**config.mk**
```make
export PLATFORM = sky130hd
export DESIGN_NAME = ep0_control_irq
export DESIGN_NICKNAME = d
export VERILOG_FILES = /design/src/ep0_irq_pkg.sv /design/src/ep0_control_irq.sv
export SDC_FILE = /design/constraint.sdc
export NUM_CORES = 1
export LEC_CHECK = 0
export BUFFER_PORTS_ARGS = -buffer_cell sky130_fd_sc_hd__buf_2
export CORE_UTILIZATION = 50
export DETAILED_ROUTE_END_ITERATION = 12
export PLACE_DENSITY = 0.85
export SYNTH_ARGS = -nofsm -noshare
export SYNTH_HDL_FRONTEND = slang
export SYNTH_SLANG_ARGS = --single-unit
```
**constraint.sdc**
```tcl
create_clock -name clk_sys_in -period 5.57 [get_ports clk_sys_in]
set_input_delay 0 -clock clk_sys_in [delete_from_list [all_inputs] [get_ports clk_sys_in]]
set_output_delay 0 -clock clk_sys_in [all_outputs]
set_load 0.01 [all_outputs]
```
**src/ep0_irq_pkg.sv**
```systemverilog
/*
  Package for the endpoint 0 control interrupt status block: register
  offsets, bit positions, reset values and the event carrier struct.
  Assumes a 32-bit AXI4-Lite register bus with word-aligned registers.
*/
`default_nettype none

package ep0_irq_pkg;

  // ************************************************
  // Register byte offsets
  // ************************************************
  localparam logic [7:0] OFF_STATUS_ONE = 8'h00;
  localparam logic [7:0] OFF_STATUS_TWO = 8'h04;
  localparam logic [7:0] OFF_CLEAR_ONE  = 8'h08;
  localparam logic [7:0] OFF_CLEAR_TWO  = 8'h0C;
  localparam logic [7:0] OFF_SETUP_BUF  = 8'h10;
  localparam logic [7:0] OFF_CONTROL    = 8'h14;
  localparam logic [7:0] OFF_IRQ_STATUS = 8'h18;
  localparam logic [7:0] OFF_IRQ_MASK   = 8'h1C;

  // ************************************************
  // Field positions
  // ************************************************
  localparam int BIT_DECODE   = 0;
  localparam int BIT_SETUP    = 1;
  localparam int BIT_STAGE    = 2;
  localparam int BIT_BULK_DT  = 4;
  localparam int BIT_BULK_IN  = 5;
  localparam int CTL_TX_READY = 0;
  localparam int CTL_EP1_EN   = 1;

  // ************************************************
  // Reset values and widths
  // ************************************************
  localparam logic [7:0]  STATUS_RESET  = 8'h00;
  localparam logic [7:0]  VALID_TWO     = 8'h30;
  localparam logic [7:0]  CTL_RESET     = 8'h00;
  localparam logic [1:0]  IRQ_RESET     = 2'h0;
  localparam logic [3:0]  SETUP_LAST    = 4'h7;
  localparam logic [3:0]  SETUP_IDX_RST = 4'h0;
  localparam logic [1:0]  RESP_OKAY     = 2'h0;
  localparam logic [1:0]  RESP_SLVERR   = 2'h2;

  // ************************************************
  // Event carrier from the USB protocol engine
  // ************************************************
  typedef struct packed {
    logic setup_token;     // SETUP token seen
    logic setup_data_ok;   // Setup buffer filled correctly
    logic fw_request;      // Request needs firmware decode
    logic status_stage;    // Transfer entered status stage
    logic data_ack_lost;   // Data-stage ACK was not received
    logic tx_buf_cleared;  // Endpoint 0 transmit buffer emptied
    logic ctrl_read;       // Firmware handles a control read
    logic bulk_in_nak;     // Bulk IN token answered with NAK
    logic bulk_data_done;  // Bulk transmission completed
  } usb_events_t;

endpackage

`default_nettype wire

```
**src/ep0_control_irq.sv**
```systemverilog
/*
  Endpoint 0 control interrupt status registers and the second endpoint
  status register, behind an AXI4-Lite slave.
  Assumes events arrive as one-cycle pulses from logic on clk_sys_in and
  the setup data buffer bytes come in from the protocol engine.
*/
// Design decisions made here: the placing of the registers and the AXI4-Lite interface to the registers.
// Overview of operation
// Status-stage flag set on status stage entry
// Also set for no-data transfers
// Next SETUP token clears status-stage flag
// Set even when data-stage ACK lost
// Then clear transmit-ready once buffer cleared
// SETUP-received flag set on good setup
// Firmware clears it at first buffer read
// Left set, later SETUPs not seen
// Hardware repeat: no decode flag, setup flag
// Decode flag set for firmware request
// Decode flag cleared after all bytes read
// Line two fires on status two change
// Status two read-only, whole byte only
// Firmware reads status two to find source
// Zero written to clear two clears bit
// Unsupported endpoint bits read invalid
// Line one fires on status one change
// Zero written to clear one clears bit
`timescale 1ns/1ps
`default_nettype none

module ep0_control_irq (
  input  wire logic                      clk_sys_in,      // System clock, 125 MHz
  input  wire logic                      reset_in,        // Async reset, active high
  input  wire ep0_irq_pkg::usb_events_t  events_in,       // Protocol engine pulses
  input  wire logic [63:0]               setup_bytes_in,  // Setup buffer contents
  input  wire logic [7:0]                s_axi_awaddr,    // Write address
  input  wire logic                      s_axi_awvalid,   // Write address valid
  output logic                           s_axi_awready,   // Write address ready
  input  wire logic [31:0]               s_axi_wdata,     // Write data
  input  wire logic [3:0]                s_axi_wstrb,     // Write strobes
  input  wire logic                      s_axi_wvalid,    // Write data valid
  output logic                           s_axi_wready,    // Write data ready
  output logic [1:0]                     s_axi_bresp,     // Write response
  output logic                           s_axi_bvalid,    // Write response valid
  input  wire logic                      s_axi_bready,    // Write response ready
  input  wire logic [7:0]                s_axi_araddr,    // Read address
  input  wire logic                      s_axi_arvalid,   // Read address valid
  output logic                           s_axi_arready,   // Read address ready
  output logic [31:0]                    s_axi_rdata,     // Read data
  output logic [1:0]                     s_axi_rresp,     // Read response
  output logic                           s_axi_rvalid,    // Read data valid
  input  wire logic                      s_axi_rready,    // Read data ready
  output logic                           ep0_transmit_ready_out, // Endpoint 0 TX armed
  output logic                           usb_irq_line_one_out,   // Pulse on status one change
  output logic                           usb_irq_line_two_out,   // Pulse on status two change
  output logic                           irq_out          // Masked sticky interrupt
);

  // ************************************************
  // State
  // ************************************************
  logic [7:0] status_one_r, status_one_nxt;
  logic [7:0] status_two_r, status_two_nxt;
  logic [7:0] control_r;
  logic [1:0] irq_status_r, irq_status_nxt;
  logic [1:0] irq_mask_r;
  logic [3:0] setup_idx_r, setup_idx_nxt;
  logic       ack_lost_pend_r, ack_lost_pend_nxt;
  logic       aw_held_r, w_held_r;
  logic [7:0] aw_addr_r;
  logic [31:0] w_data_r;
  logic [3:0] w_strb_r;

  // ************************************************
  // Bus decode
  // ************************************************
  wire aw_take   = s_axi_awvalid & s_axi_awready;
  wire w_take    = s_axi_wvalid & s_axi_wready;
  wire aw_have   = aw_held_r | aw_take;
  wire w_have    = w_held_r | w_take;
  wire wr_fire   = aw_have & w_have & ~s_axi_bvalid;
  wire [7:0]  wr_addr = aw_held_r ? aw_addr_r : s_axi_awaddr;
  wire [31:0] wr_data = w_held_r ? w_data_r : s_axi_wdata;
  wire [3:0]  wr_strb = w_held_r ? w_strb_r : s_axi_wstrb;
  wire rd_fire   = s_axi_arvalid & s_axi_arready;

  // Byte-wide registers answer only writes that carry lane 0
  wire wr_lane0  = wr_fire & wr_strb[0];
  wire wr_clr1   = wr_lane0 & (wr_addr == ep0_irq_pkg::OFF_CLEAR_ONE);
  wire wr_clr2   = wr_lane0 & (wr_addr == ep0_irq_pkg::OFF_CLEAR_TWO);
  wire wr_ctl    = wr_lane0 & (wr_addr == ep0_irq_pkg::OFF_CONTROL);
  wire wr_irqs   = wr_lane0 & (wr_addr == ep0_irq_pkg::OFF_IRQ_STATUS);
  wire wr_mask   = wr_lane0 & (wr_addr == ep0_irq_pkg::OFF_IRQ_MASK);
  wire wr_known  = wr_addr inside {ep0_irq_pkg::OFF_CLEAR_ONE, ep0_irq_pkg::OFF_CLEAR_TWO,
                                   ep0_irq_pkg::OFF_CONTROL, ep0_irq_pkg::OFF_IRQ_STATUS,
                                   ep0_irq_pkg::OFF_IRQ_MASK};

  wire rd_setup  = rd_fire & (s_axi_araddr == ep0_irq_pkg::OFF_SETUP_BUF);

  // ************************************************
  // Status one flags
  // ************************************************
  wire setup_tok = events_in.setup_token;
  wire ev_stage  = events_in.status_stage;
  wire ev_setup  = events_in.setup_data_ok;
  // A hardware-handled repeat never asserts fw_request, so only setup flag rises
  wire ev_decode = events_in.setup_data_ok & events_in.fw_request;
  wire first_rd  = rd_setup & (setup_idx_r == ep0_irq_pkg::SETUP_IDX_RST);
  wire last_rd   = rd_setup & (setup_idx_r == ep0_irq_pkg::SETUP_LAST);

  always_comb begin
    status_one_nxt = status_one_r;
    if (wr_clr1) begin
      status_one_nxt = status_one_nxt & wr_data[7:0];
    end
    if (setup_tok) begin
      status_one_nxt[ep0_irq_pkg::BIT_STAGE] = 1'b0;
    end
    if (first_rd) begin
      status_one_nxt[ep0_irq_pkg::BIT_SETUP] = 1'b0;
    end
    if (last_rd) begin
      status_one_nxt[ep0_irq_pkg::BIT_DECODE] = 1'b0;
    end
    // Events applied last so a set wins over any clear in the same cycle
    if (ev_stage) begin
      status_one_nxt[ep0_irq_pkg::BIT_STAGE] = 1'b1;
    end
    if (ev_setup) begin
      status_one_nxt[ep0_irq_pkg::BIT_SETUP] = 1'b1;
    end
    if (ev_decode) begin
      status_one_nxt[ep0_irq_pkg::BIT_DECODE] = 1'b1;
    end
  end

  // Setup buffer read index, restarted by every fresh setup packet
  always_comb begin
    setup_idx_nxt = setup_idx_r;
    if (ev_setup) begin
      setup_idx_nxt = ep0_irq_pkg::SETUP_IDX_RST;
    end else if (last_rd) begin
      setup_idx_nxt = ep0_irq_pkg::SETUP_IDX_RST;
    end else if (rd_setup) begin
      setup_idx_nxt = setup_idx_r + 4'h1;
    end
  end

  // ************************************************
  // Transmit-ready handling after a lost data ACK
  // ************************************************
  wire ack_lost_read = ev_stage & events_in.data_ack_lost & events_in.ctrl_read;
  always_comb begin
    ack_lost_pend_nxt = ack_lost_pend_r;
    if (ack_lost_read) begin
      ack_lost_pend_nxt = 1'b1;
    end else if (events_in.tx_buf_cleared | setup_tok) begin
      ack_lost_pend_nxt = 1'b0;
    end
  end
  wire drop_ready = (ack_lost_pend_r | ack_lost_read) & events_in.tx_buf_cleared;

  // ************************************************
  // Status two flags
  // ************************************************
  wire ep1_ok = control_r[ep0_irq_pkg::CTL_EP1_EN];
  always_comb begin
    status_two_nxt = status_two_r;
    if (wr_clr2) begin
      status_two_nxt = status_two_nxt & wr_data[7:0];
    end
    if (events_in.bulk_in_nak) begin
      status_two_nxt[ep0_irq_pkg::BIT_BULK_IN] = 1'b1;
    end
    if (events_in.bulk_data_done) begin
      status_two_nxt[ep0_irq_pkg::BIT_BULK_DT] = 1'b1;
    end
    // Unsupported endpoint bits never hold a value
    status_two_nxt = status_two_nxt & (ep1_ok ? ep0_irq_pkg::VALID_TWO : 8'h00);
  end

  wire chg_one = status_one_nxt != status_one_r;
  wire chg_two = status_two_nxt != status_two_r;

  // Sticky summary: a change sets, write-one clears, set wins
  always_comb begin
    irq_status_nxt = irq_status_r;
    if (wr_irqs) begin
      irq_status_nxt = irq_status_r & ~wr_data[1:0];
    end
    irq_status_nxt = irq_status_nxt | {chg_two, chg_one};
  end

  // ************************************************
  // Read mux
  // ************************************************
  logic [31:0] rd_mux;
  logic        rd_err;
  always_comb begin
    rd_mux = 32'h0;
    rd_err = 1'b0;
    case (s_axi_araddr)
      ep0_irq_pkg::OFF_STATUS_ONE: rd_mux = {24'h0, status_one_r};
      ep0_irq_pkg::OFF_STATUS_TWO: rd_mux = {24'h0, status_two_r};
      ep0_irq_pkg::OFF_SETUP_BUF:  rd_mux = {24'h0, setup_bytes_in[{setup_idx_r[2:0], 3'b000} +: 8]};
      ep0_irq_pkg::OFF_CONTROL:    rd_mux = {24'h0, control_r};
      ep0_irq_pkg::OFF_IRQ_STATUS: rd_mux = {30'h0, irq_status_r};
      ep0_irq_pkg::OFF_IRQ_MASK:   rd_mux = {30'h0, irq_mask_r};
      ep0_irq_pkg::OFF_CLEAR_ONE,
      ep0_irq_pkg::OFF_CLEAR_TWO:  rd_mux = 32'h0;
      default:                     rd_err = 1'b1;
    endcase
  end

  // ************************************************
  // Flip-flops
  // ************************************************
  always_ff @(posedge clk_sys_in or posedge reset_in) begin
    if (reset_in) begin
      status_one_r    <= ep0_irq_pkg::STATUS_RESET;
      status_two_r    <= ep0_irq_pkg::STATUS_RESET;
      irq_status_r    <= ep0_irq_pkg::IRQ_RESET;
      setup_idx_r     <= ep0_irq_pkg::SETUP_IDX_RST;
      ack_lost_pend_r <= 1'b0;
      usb_irq_line_one_out <= 1'b0;
      usb_irq_line_two_out <= 1'b0;
      irq_out         <= 1'b0;
    end else begin
      status_one_r    <= status_one_nxt;
      status_two_r    <= status_two_nxt;
      irq_status_r    <= irq_status_nxt;
      setup_idx_r     <= setup_idx_nxt;
      ack_lost_pend_r <= ack_lost_pend_nxt;
      usb_irq_line_one_out <= chg_one;
      usb_irq_line_two_out <= chg_two;
      irq_out         <= |(irq_status_nxt & irq_mask_r);
    end
  end

  always_ff @(posedge clk_sys_in or posedge reset_in) begin
    if (reset_in) begin
      control_r  <= ep0_irq_pkg::CTL_RESET;
      irq_mask_r <= ep0_irq_pkg::IRQ_RESET;
      ep0_transmit_ready_out <= 1'b0;
    end else begin
      if (wr_ctl) begin
        control_r <= wr_data[7:0];
      end
      // Keep the readable transmit-ready bit in step with the output
      if (drop_ready) begin
        control_r[ep0_irq_pkg::CTL_TX_READY] <= 1'b0;
      end
      if (wr_mask) begin
        irq_mask_r <= wr_data[1:0];
      end
      // Firmware arms the transmitter; hardware drops it after a lost ACK
      if (drop_ready) begin
        ep0_transmit_ready_out <= 1'b0;
      end else if (wr_ctl) begin
        ep0_transmit_ready_out <= wr_data[ep0_irq_pkg::CTL_TX_READY];
      end
    end
  end

  // ************************************************
  // AXI4-Lite handshakes
  // ************************************************
  always_ff @(posedge clk_sys_in or posedge reset_in) begin
    if (reset_in) begin
      aw_held_r     <= 1'b0;
      w_held_r      <= 1'b0;
      aw_addr_r     <= 8'h00;
      w_data_r      <= 32'h0000_0000;
      w_strb_r      <= 4'h0;
      s_axi_awready <= 1'b0;
      s_axi_wready  <= 1'b0;
      s_axi_bvalid  <= 1'b0;
      s_axi_bresp   <= ep0_irq_pkg::RESP_OKAY;
    end else begin
      // Ready is withheld while a word is parked or a response is pending
      s_axi_awready <= ~aw_have & ~s_axi_bvalid & ~s_axi_awready;
      s_axi_wready  <= ~w_have & ~s_axi_bvalid & ~s_axi_wready;
      if (aw_take) begin
        aw_addr_r <= s_axi_awaddr;
      end
      if (w_take) begin
        w_data_r <= s_axi_wdata;
        w_strb_r <= s_axi_wstrb;
      end
      aw_held_r <= aw_have & ~wr_fire;
      w_held_r  <= w_have & ~wr_fire;
      if (wr_fire) begin
        s_axi_bvalid <= 1'b1;
        s_axi_bresp  <= wr_known ? ep0_irq_pkg::RESP_OKAY : ep0_irq_pkg::RESP_SLVERR;
      end else if (s_axi_bready) begin
        s_axi_bvalid <= 1'b0;
      end
    end
  end

  always_ff @(posedge clk_sys_in or posedge reset_in) begin
    if (reset_in) begin
      s_axi_arready <= 1'b0;
      s_axi_rvalid  <= 1'b0;
      s_axi_rdata   <= 32'h0000_0000;
      s_axi_rresp   <= ep0_irq_pkg::RESP_OKAY;
    end else begin
      s_axi_arready <= ~s_axi_arready & ~s_axi_rvalid & s_axi_arvalid;
      if (rd_fire) begin
        s_axi_rvalid <= 1'b1;
        s_axi_rdata  <= rd_mux;
        s_axi_rresp  <= rd_err ? ep0_irq_pkg::RESP_SLVERR : ep0_irq_pkg::RESP_OKAY;
      end else if (s_axi_rready) begin
        s_axi_rvalid <= 1'b0;
      end
    end
  end

endmodule // ep0_control_irq

`default_nettype wire

```
==> results of run 1 <==
final timing paths:
check                                       end  slack, ns  depth (start not counted)      startpoint
max in group asynchronous          control_r[3]       4.62                          4        reset_in
worst min-delay path            status_one_r[2]       0.02                          3    events_in[8]
min in group asynchronous          aw_addr_r[4]       0.44                          4        reset_in
worst max register to register     control_r[1]       2.69                          5       aw_held_r
worst min register to register   s_axi_rdata[1]       0.48                          2  s_axi_rdata[1]
worst max-delay path               control_r[1]       2.69                          5       aw_held_r
cell usage in the layout (no fill, tap or decap), types with 16 or more instances in the layout:
cell / count
a21oi_1: 20
buf_2: 123
conb_1: 26
dfrtp_1: 64
dlygate4sd3_1: 32
mux2_2: 25
mux2i_1: 16
mux4_2: 16
nand2_1: 27
nor2_1: 29
o21ai_0: 16
registers in the layout, summed over array words and instances, names as in the netlist, 2 cells and up:
signal        count
irq_mask_r        2
setup_idx_r       4
status_one_r      8
aw_addr_r         8
control_r         8
w_data_r          8
status_two_r      2
s_axi_rdata       8
irq_status_r      2
stage by stage:
stage / hold slack (ns) / setup WS [ns]
after floorplan: 0.09645 / 3.544
after global placement: 0.1780 / 2.859
after detailed placement: 0.1954 / 2.801
after CTS: 0.02105 / 2.762
after global routing: 0.02645 / 2.475
final: 0.02082 / 2.693
power breakdown:
group	internal (uW)	leakage [uW]	switching, uW
clock	182	0.0000882	171
sequential	565	0.000821	97.8
combinational	206	0.00137	203
routing by layer:
layer / up-vias / wire, microns / part of all wire, % / global-route usage, %
met5: - / 0 / 0 / 0
met4: 0 / 247 / 2.5 / 11.48
met3: 22 / 490 / 4.9 / 5.076
met2: 133 / 5174 / 52 / 43.21
met1: 1664 / 4037 / 41 / 32.38
li1: 1568 / - / - / -
final cells by class:
class | instances | area [sq um] | share of cell area (%)
tap | 99 | 123.9 | 2.517
clock inverter | 3 | 17.52 | 0.3560
multi-input combinational | 266 | 2034 | 41.34
inverter | 12 | 45.04 | 0.9153
clock buffer | 12 | 155.1 | 3.153
sequential | 64 | 1602 | 32.55
timing repair buffer | 156 | 943.4 | 19.17
critical path, cell delays in order, from the launching register on:
cell and delay, ns:
dfrtp_1 0.65, a21oi_1 0.17, or3_1 0.54, nor3_4 0.33, nor3b_4 0.68, mux2_2 0.40
logic make-up (layout without fill, tap and decap cells):
kind of cell	after synthesis	in the layout	synth area share, %
compound gates	77	77	14.05
xor+xnor	1	1	0.2272
fa+ha+maj	2	2	0.6488
buf+inv	52	183	8.144
flops	64	64	41.53
mux	57	57	20.80
other cells	1	26	0.09725
simple gates	103	103	14.50
==> run_results.csv, run 1 <==
group,metric,value,unit
die,dieArea,0.008068,sq mm
final_layout,nNetsFinal,643,
route,drcViolationCount,0,
worst_setup_path,cp.required,5.79,ns
placement,post-place-cells,565,
clock_tree,clk_pin_slew,0.07,ns
power,vdd_drop_max,0.0001640,V
worst_setup_path,path_class,"register to register",
global_route,grt_usage,25.78,%
min_path,holdCritPathClass,"input pin to register",
die,core_area,0.007370,sq mm
route,via_count,3387,
clock_tree,cts_hold_buf,32,
clock_tree,post_cts_buffers,0,
die,rows,31,
timing,period_minus_slack,2.877,ns
clock_tree,cts_buffers,9,
timing,maxClockFrequency,347.6,MHz
final_layout,area_growth,27.61,%
clock_tree,h-tree-depth,3,
clock_tree,cts.path.max_buffers,2,
global_route,grt_pass1_vias,3312,
logic_synthesis,ys_seq_elements,64,
timing,setup-tns-final,0,ns
worst_setup_path,arrival,3.10,ns
clock_tree,root_buffer,"clkbuf_8",
logic_synthesis,syn_area_per_cell,10.80,sq um
logic_synthesis,netlist.area_leader.share,41.53,%
route,dr.pass1.iters,5,
logic_synthesis,synth_edf_count,0,
logic_synthesis,netlist_top_cells_area,"dfrtp_1, mux4_2, mux2_2",
logic_synthesis,synthFlopType,"dfrtp_1",
clock_tree,clock_sinks,64,
timing,fin_skew,0.01389,ns
placement,placed_area,0.004428,sq mm
logic_synthesis,ys_seq_area_share,41.53,%
timing,slew_violations,0,
clock_tree,clk_latency,0.33,ns
logic_synthesis,synthArstFlopShare,100.0,%
timing,tightest_slew,1.095,ns
route,viasPerCell,5.534,
die,ios,177,
global_route,grt_overflow,0,
placement,io_buffers,123,
route,wl_per_cell,16.26,microns
route,antenna_left,0,
final_layout,final_layout_size_suffix_gt1_share,37.82,%
route,wl,9949,microns
worst_setup_path,cp-start-kind,"register",
logic_synthesis,synthMostInstantiatedCell,"dfrtp_1",
logic_synthesis,synth_common_cells,"dfrtp_1, nor2_1, buf_4, nand2_1, mux2_2",
global_route,antenna_found_initial,0,
global_route,grt_max_degree,65,
clock_tree,cts_tree,"done",
timing,rsz0062_at_grt,"false",
logic_synthesis,yosysWarnings,0,
timing,finalHoldViolations,0,
worst_setup_path,end_kind,"register",
logic_synthesis,synthCells,357,
final_layout,postLayoutCellArea,0.004921,sq mm
power,leakage,0.002284,uW
timing,max-slew-margin-rel,26.99,%
timing,setup_viol,0,
final_layout,n_fill_cell,559,
placement,dp_hpwl,7251,microns
die,chipHeight,89.82,microns
worst_setup_path,cp_max_fo,15,
power,p_per_area,289.5,mW/mm^2
global_route,grt_pass1_wl,16310,microns
logic_synthesis,synth_area,0.003856,sq mm
run_status,outcome,"finished clean",
final_layout,post-route-util,66.77,%
logic_synthesis,yosys.area.top_type,"dfrtp_1",
die,start_util,52.33,%
timing,timing.final.crit_share,51.66,%
job,drv_cap,0,
route,first_iter_violations,273,
final_layout,final_cells,612,
power,fin_total_pwr,1424,uW
placement,place.gp.congestion,0.8771,
final_layout,diodes,0,
clock_tree,cts_resized,0,
logic_synthesis,synth.distinct_cells,56,
die,fp.dieW,89.82,microns
Note: power is estimated with default switching activity, not from simulation.
==> run 2, diff against run 1 <==
--- a/config.mk
+++ b/config.mk
@@ -6,9 +6,9 @@
 export NUM_CORES = 1
 export LEC_CHECK = 0
 export BUFFER_PORTS_ARGS = -buffer_cell sky130_fd_sc_hd__buf_2
-export CORE_UTILIZATION = 50
+export CORE_UTILIZATION = 43
 export DETAILED_ROUTE_END_ITERATION = 12
-export PLACE_DENSITY = 0.85
+export PLACE_DENSITY = 0.77
 export SYNTH_ARGS = -nofsm -noshare
 export SYNTH_HDL_FRONTEND = slang
 export SYNTH_SLANG_ARGS = --single-unit
==> constraint.sdc (replaced) <==
create_clock -name clk_sys_in -period 2.3 [get_ports clk_sys_in]
set_input_delay 0 -clock clk_sys_in [delete_from_list [all_inputs] [get_ports clk_sys_in]]
set_output_delay 0 -clock clk_sys_in [all_outputs]
set_load 0.01 [all_outputs]
==> run 2 against run 1 <==
Net effect: die area is 16% higher; worst setup slack worse by 2.6 ns; critical path type unchanged; first-iteration DRC count is 11% lower; maximum frequency is 32% higher; largest cell class unchanged.
==> run_results.csv, run 2 (synthesized netlist as in run 1, its figures left out) <==
group,metric,value,unit
run_status,outcome,"finished clean",
worst_setup_path,critPathLaunch,"aw_held_r",
final_layout,diodes,0,
global_route,grt_usage,21.84,%
placement,pre_cts_ws,0.1567,ns
timing,max-slew-margin-rel,57.11,%
clock_tree,root_buffer,"clkbuf_8",
timing,timing.final.crit_share,94.42,%
placement,place.gp.congestion,0.8281,
power,vdd_drop_max,0.0004505,V
route,first_iter_violations,242,
route,viasPerCell,5.286,
die,rows,34,
timing,finalWorstSetupSlack,0.1284,ns
die,ios,177,
timing,maxClockFrequency,460.5,MHz
worst_setup_path,path_class,"register to register",
die,start_util,44.22,%
route,dr.pass1.iters,4,
clock_tree,cts.path.max_buffers,2,
placement,dp_hpwl,7541,microns
worst_setup_path,cp-start-kind,"register",
global_route,grt_max_degree,36,
job,drv_cap,0,
final_layout,nNetsFinal,658,
timing,slew_violations,0,
route,antenna_left,0,
final_layout,final_common_cell,"buf_2",
worst_setup_path,r2r_start,"aw_held_r",
global_route,antenna_found_initial,0,
worst_setup_path,end_kind,"register",
timing,fin_skew,0.006774,ns
global_route,grt_overflow,0,
timing,setup_viol,0,
power,leakage,0.002404,uW
final_layout,area_growth,33.52,%
power,switching_share,30.07,%
timing,finalHoldViolations,0,
global_route,gr-usage-met3,4.986,%
timing,setup-tns-final,0,ns
global_route,busiest_layer,"met2",
clock_tree,h-tree-depth,3,
die,core_area,0.008721,sq mm
timing,tightest_slew,0.6425,ns
global_route,grt_pass1_wl,16130,microns
route,drcViolationCount,0,
die,fp.dieW,96.70,microns
power,power_frac_seq,39.8,%
global_route,grt_pass1_vias,3241,
clock_tree,clock_sinks,64,
clock_tree,clk_latency,0.34,ns
power,p_comb_share,29.0,%
worst_setup_path,cp_max_fo,12,
die,chipHeight,96.70,microns
power,clockPowerShare,31.2,%
clock_tree,cts_tree,"done",
final_layout,final_layout_size_suffix_gt1_share,40.26,%
route,wl,9989,microns
min_path,holdCritPathClass,"input pin to register",
power,p_sw,1167,uW
placement,io_buffers,123,
global_route,grt.met2_usage,35.54,%
power,cellInternalPower,2713,uW
final_layout,final_cell_mix,"buf_2, dfrtp_1, dlygate4sd3_1",
clock_tree,clk_pin_slew,0.07,ns
worst_setup_path,arrival,2.45,ns
route,via_count,3367,
timing,period_minus_slack,2.172,ns
final_layout,n_fill_cell,719,
clock_tree,post_cts_buffers,0,
min_path,min_from,"events_in[4]",
clock_tree,cts_buffers,9,
route,wl_per_cell,15.68,microns
worst_setup_path,cp.required,2.58,ns
power,p_per_area,753.6,mW/mm^2
die,dieArea,0.009351,sq mm
global_route,gr-usage-met1,28.47,%
timing,rsz0062_at_grt,"false",
run 2: area by class of cell:
class | instances | area [sq um] | area share, %
multi-input combinational | 266 | 2044 | 39.71
sequential | 64 | 1602 | 31.11
timing repair buffer | 171 | 1069 | 20.75
clock buffer | 11 | 151.4 | 2.940
tap | 108 | 135.1 | 2.625
clock inverter | 5 | 102.6 | 1.993
inverter | 12 | 45.04 | 0.8748
run 2: path summary, 6_finish.rpt:
path / endpoint / slack [ns] / cells after the start
min reg2reg: s_axi_arready / 0.47 / 1
max reg2reg: irq_out / 0.13 / 7
max: irq_out / 0.13 / 7
min in group asynchronous: aw_addr_r[3] / 0.29 / 3
min: control_r[0] / 0.03 / 4
max in group asynchronous: s_axi_arready / 1.40 / 4
run 2: timing repair:
action                     CTS  global route
hold endpoints to repair    63             0
setup endpoints to repair    0             1
hold buffers                32             0
resized for setup            0             2
run 2: worst max-delay path: stages, from the launching register on:
cell and delay (ns):
dfrtp_1 0.41, buf_4 0.20, nor4b_1 0.45, a22o_1 0.24, nor4b_4 0.35, a221oi_2 0.13, o211ai_1 0.15, a22o_1 0.17
run 2: per-stage QoR:
| step | cell area [sq um] | total power (uW) | hold WS, ns | utilization, % | instances |
|---|---|---|---|---|---|
| floorplan | 3950 | 2277 | 0.09645 | - | 382 |
| global placement | 4564 | 2558 | 0.1161 | 52.34 | 589 |
| detailed placement | 4564 | 2615 | 0.1280 | 52.34 | 589 |
| CTS | 5139 | 3876 | 0.03364 | 58.92 | 637 |
| global route | 5149 | 4087 | 0.05287 | 59.04 | 637 |
| finish | 5149 | 3880 | 0.03145 | 59.04 | 637 |
run 2: metal layers:
| layer | wire length [microns] | share of wire (%) |
|---|---|---|
| met5 | 0 | 0 |
| met4 | 146 | 1.5 |
| met3 | 539 | 5.4 |
| met2 | 5083 | 51 |
| met1 | 4220 | 42 |
run 2: power by group through the flow:
| stage | sequential, uW | clock [uW] | combinational (uW) |
|---|---|---|---|
| 6_report | 1550 | 1210 | 1130 |
| 5_1_grt | 1580 | 1290 | 1220 |
| 4_1_cts | 1540 | 1230 | 1100 |
| 3_5_place_dp | 1560 | 0 | 1060 |
| 3_3_place_gp | 1540 | 0 | 1020 |
| 2_1_floorplan | 1540 | 0 | 736 |
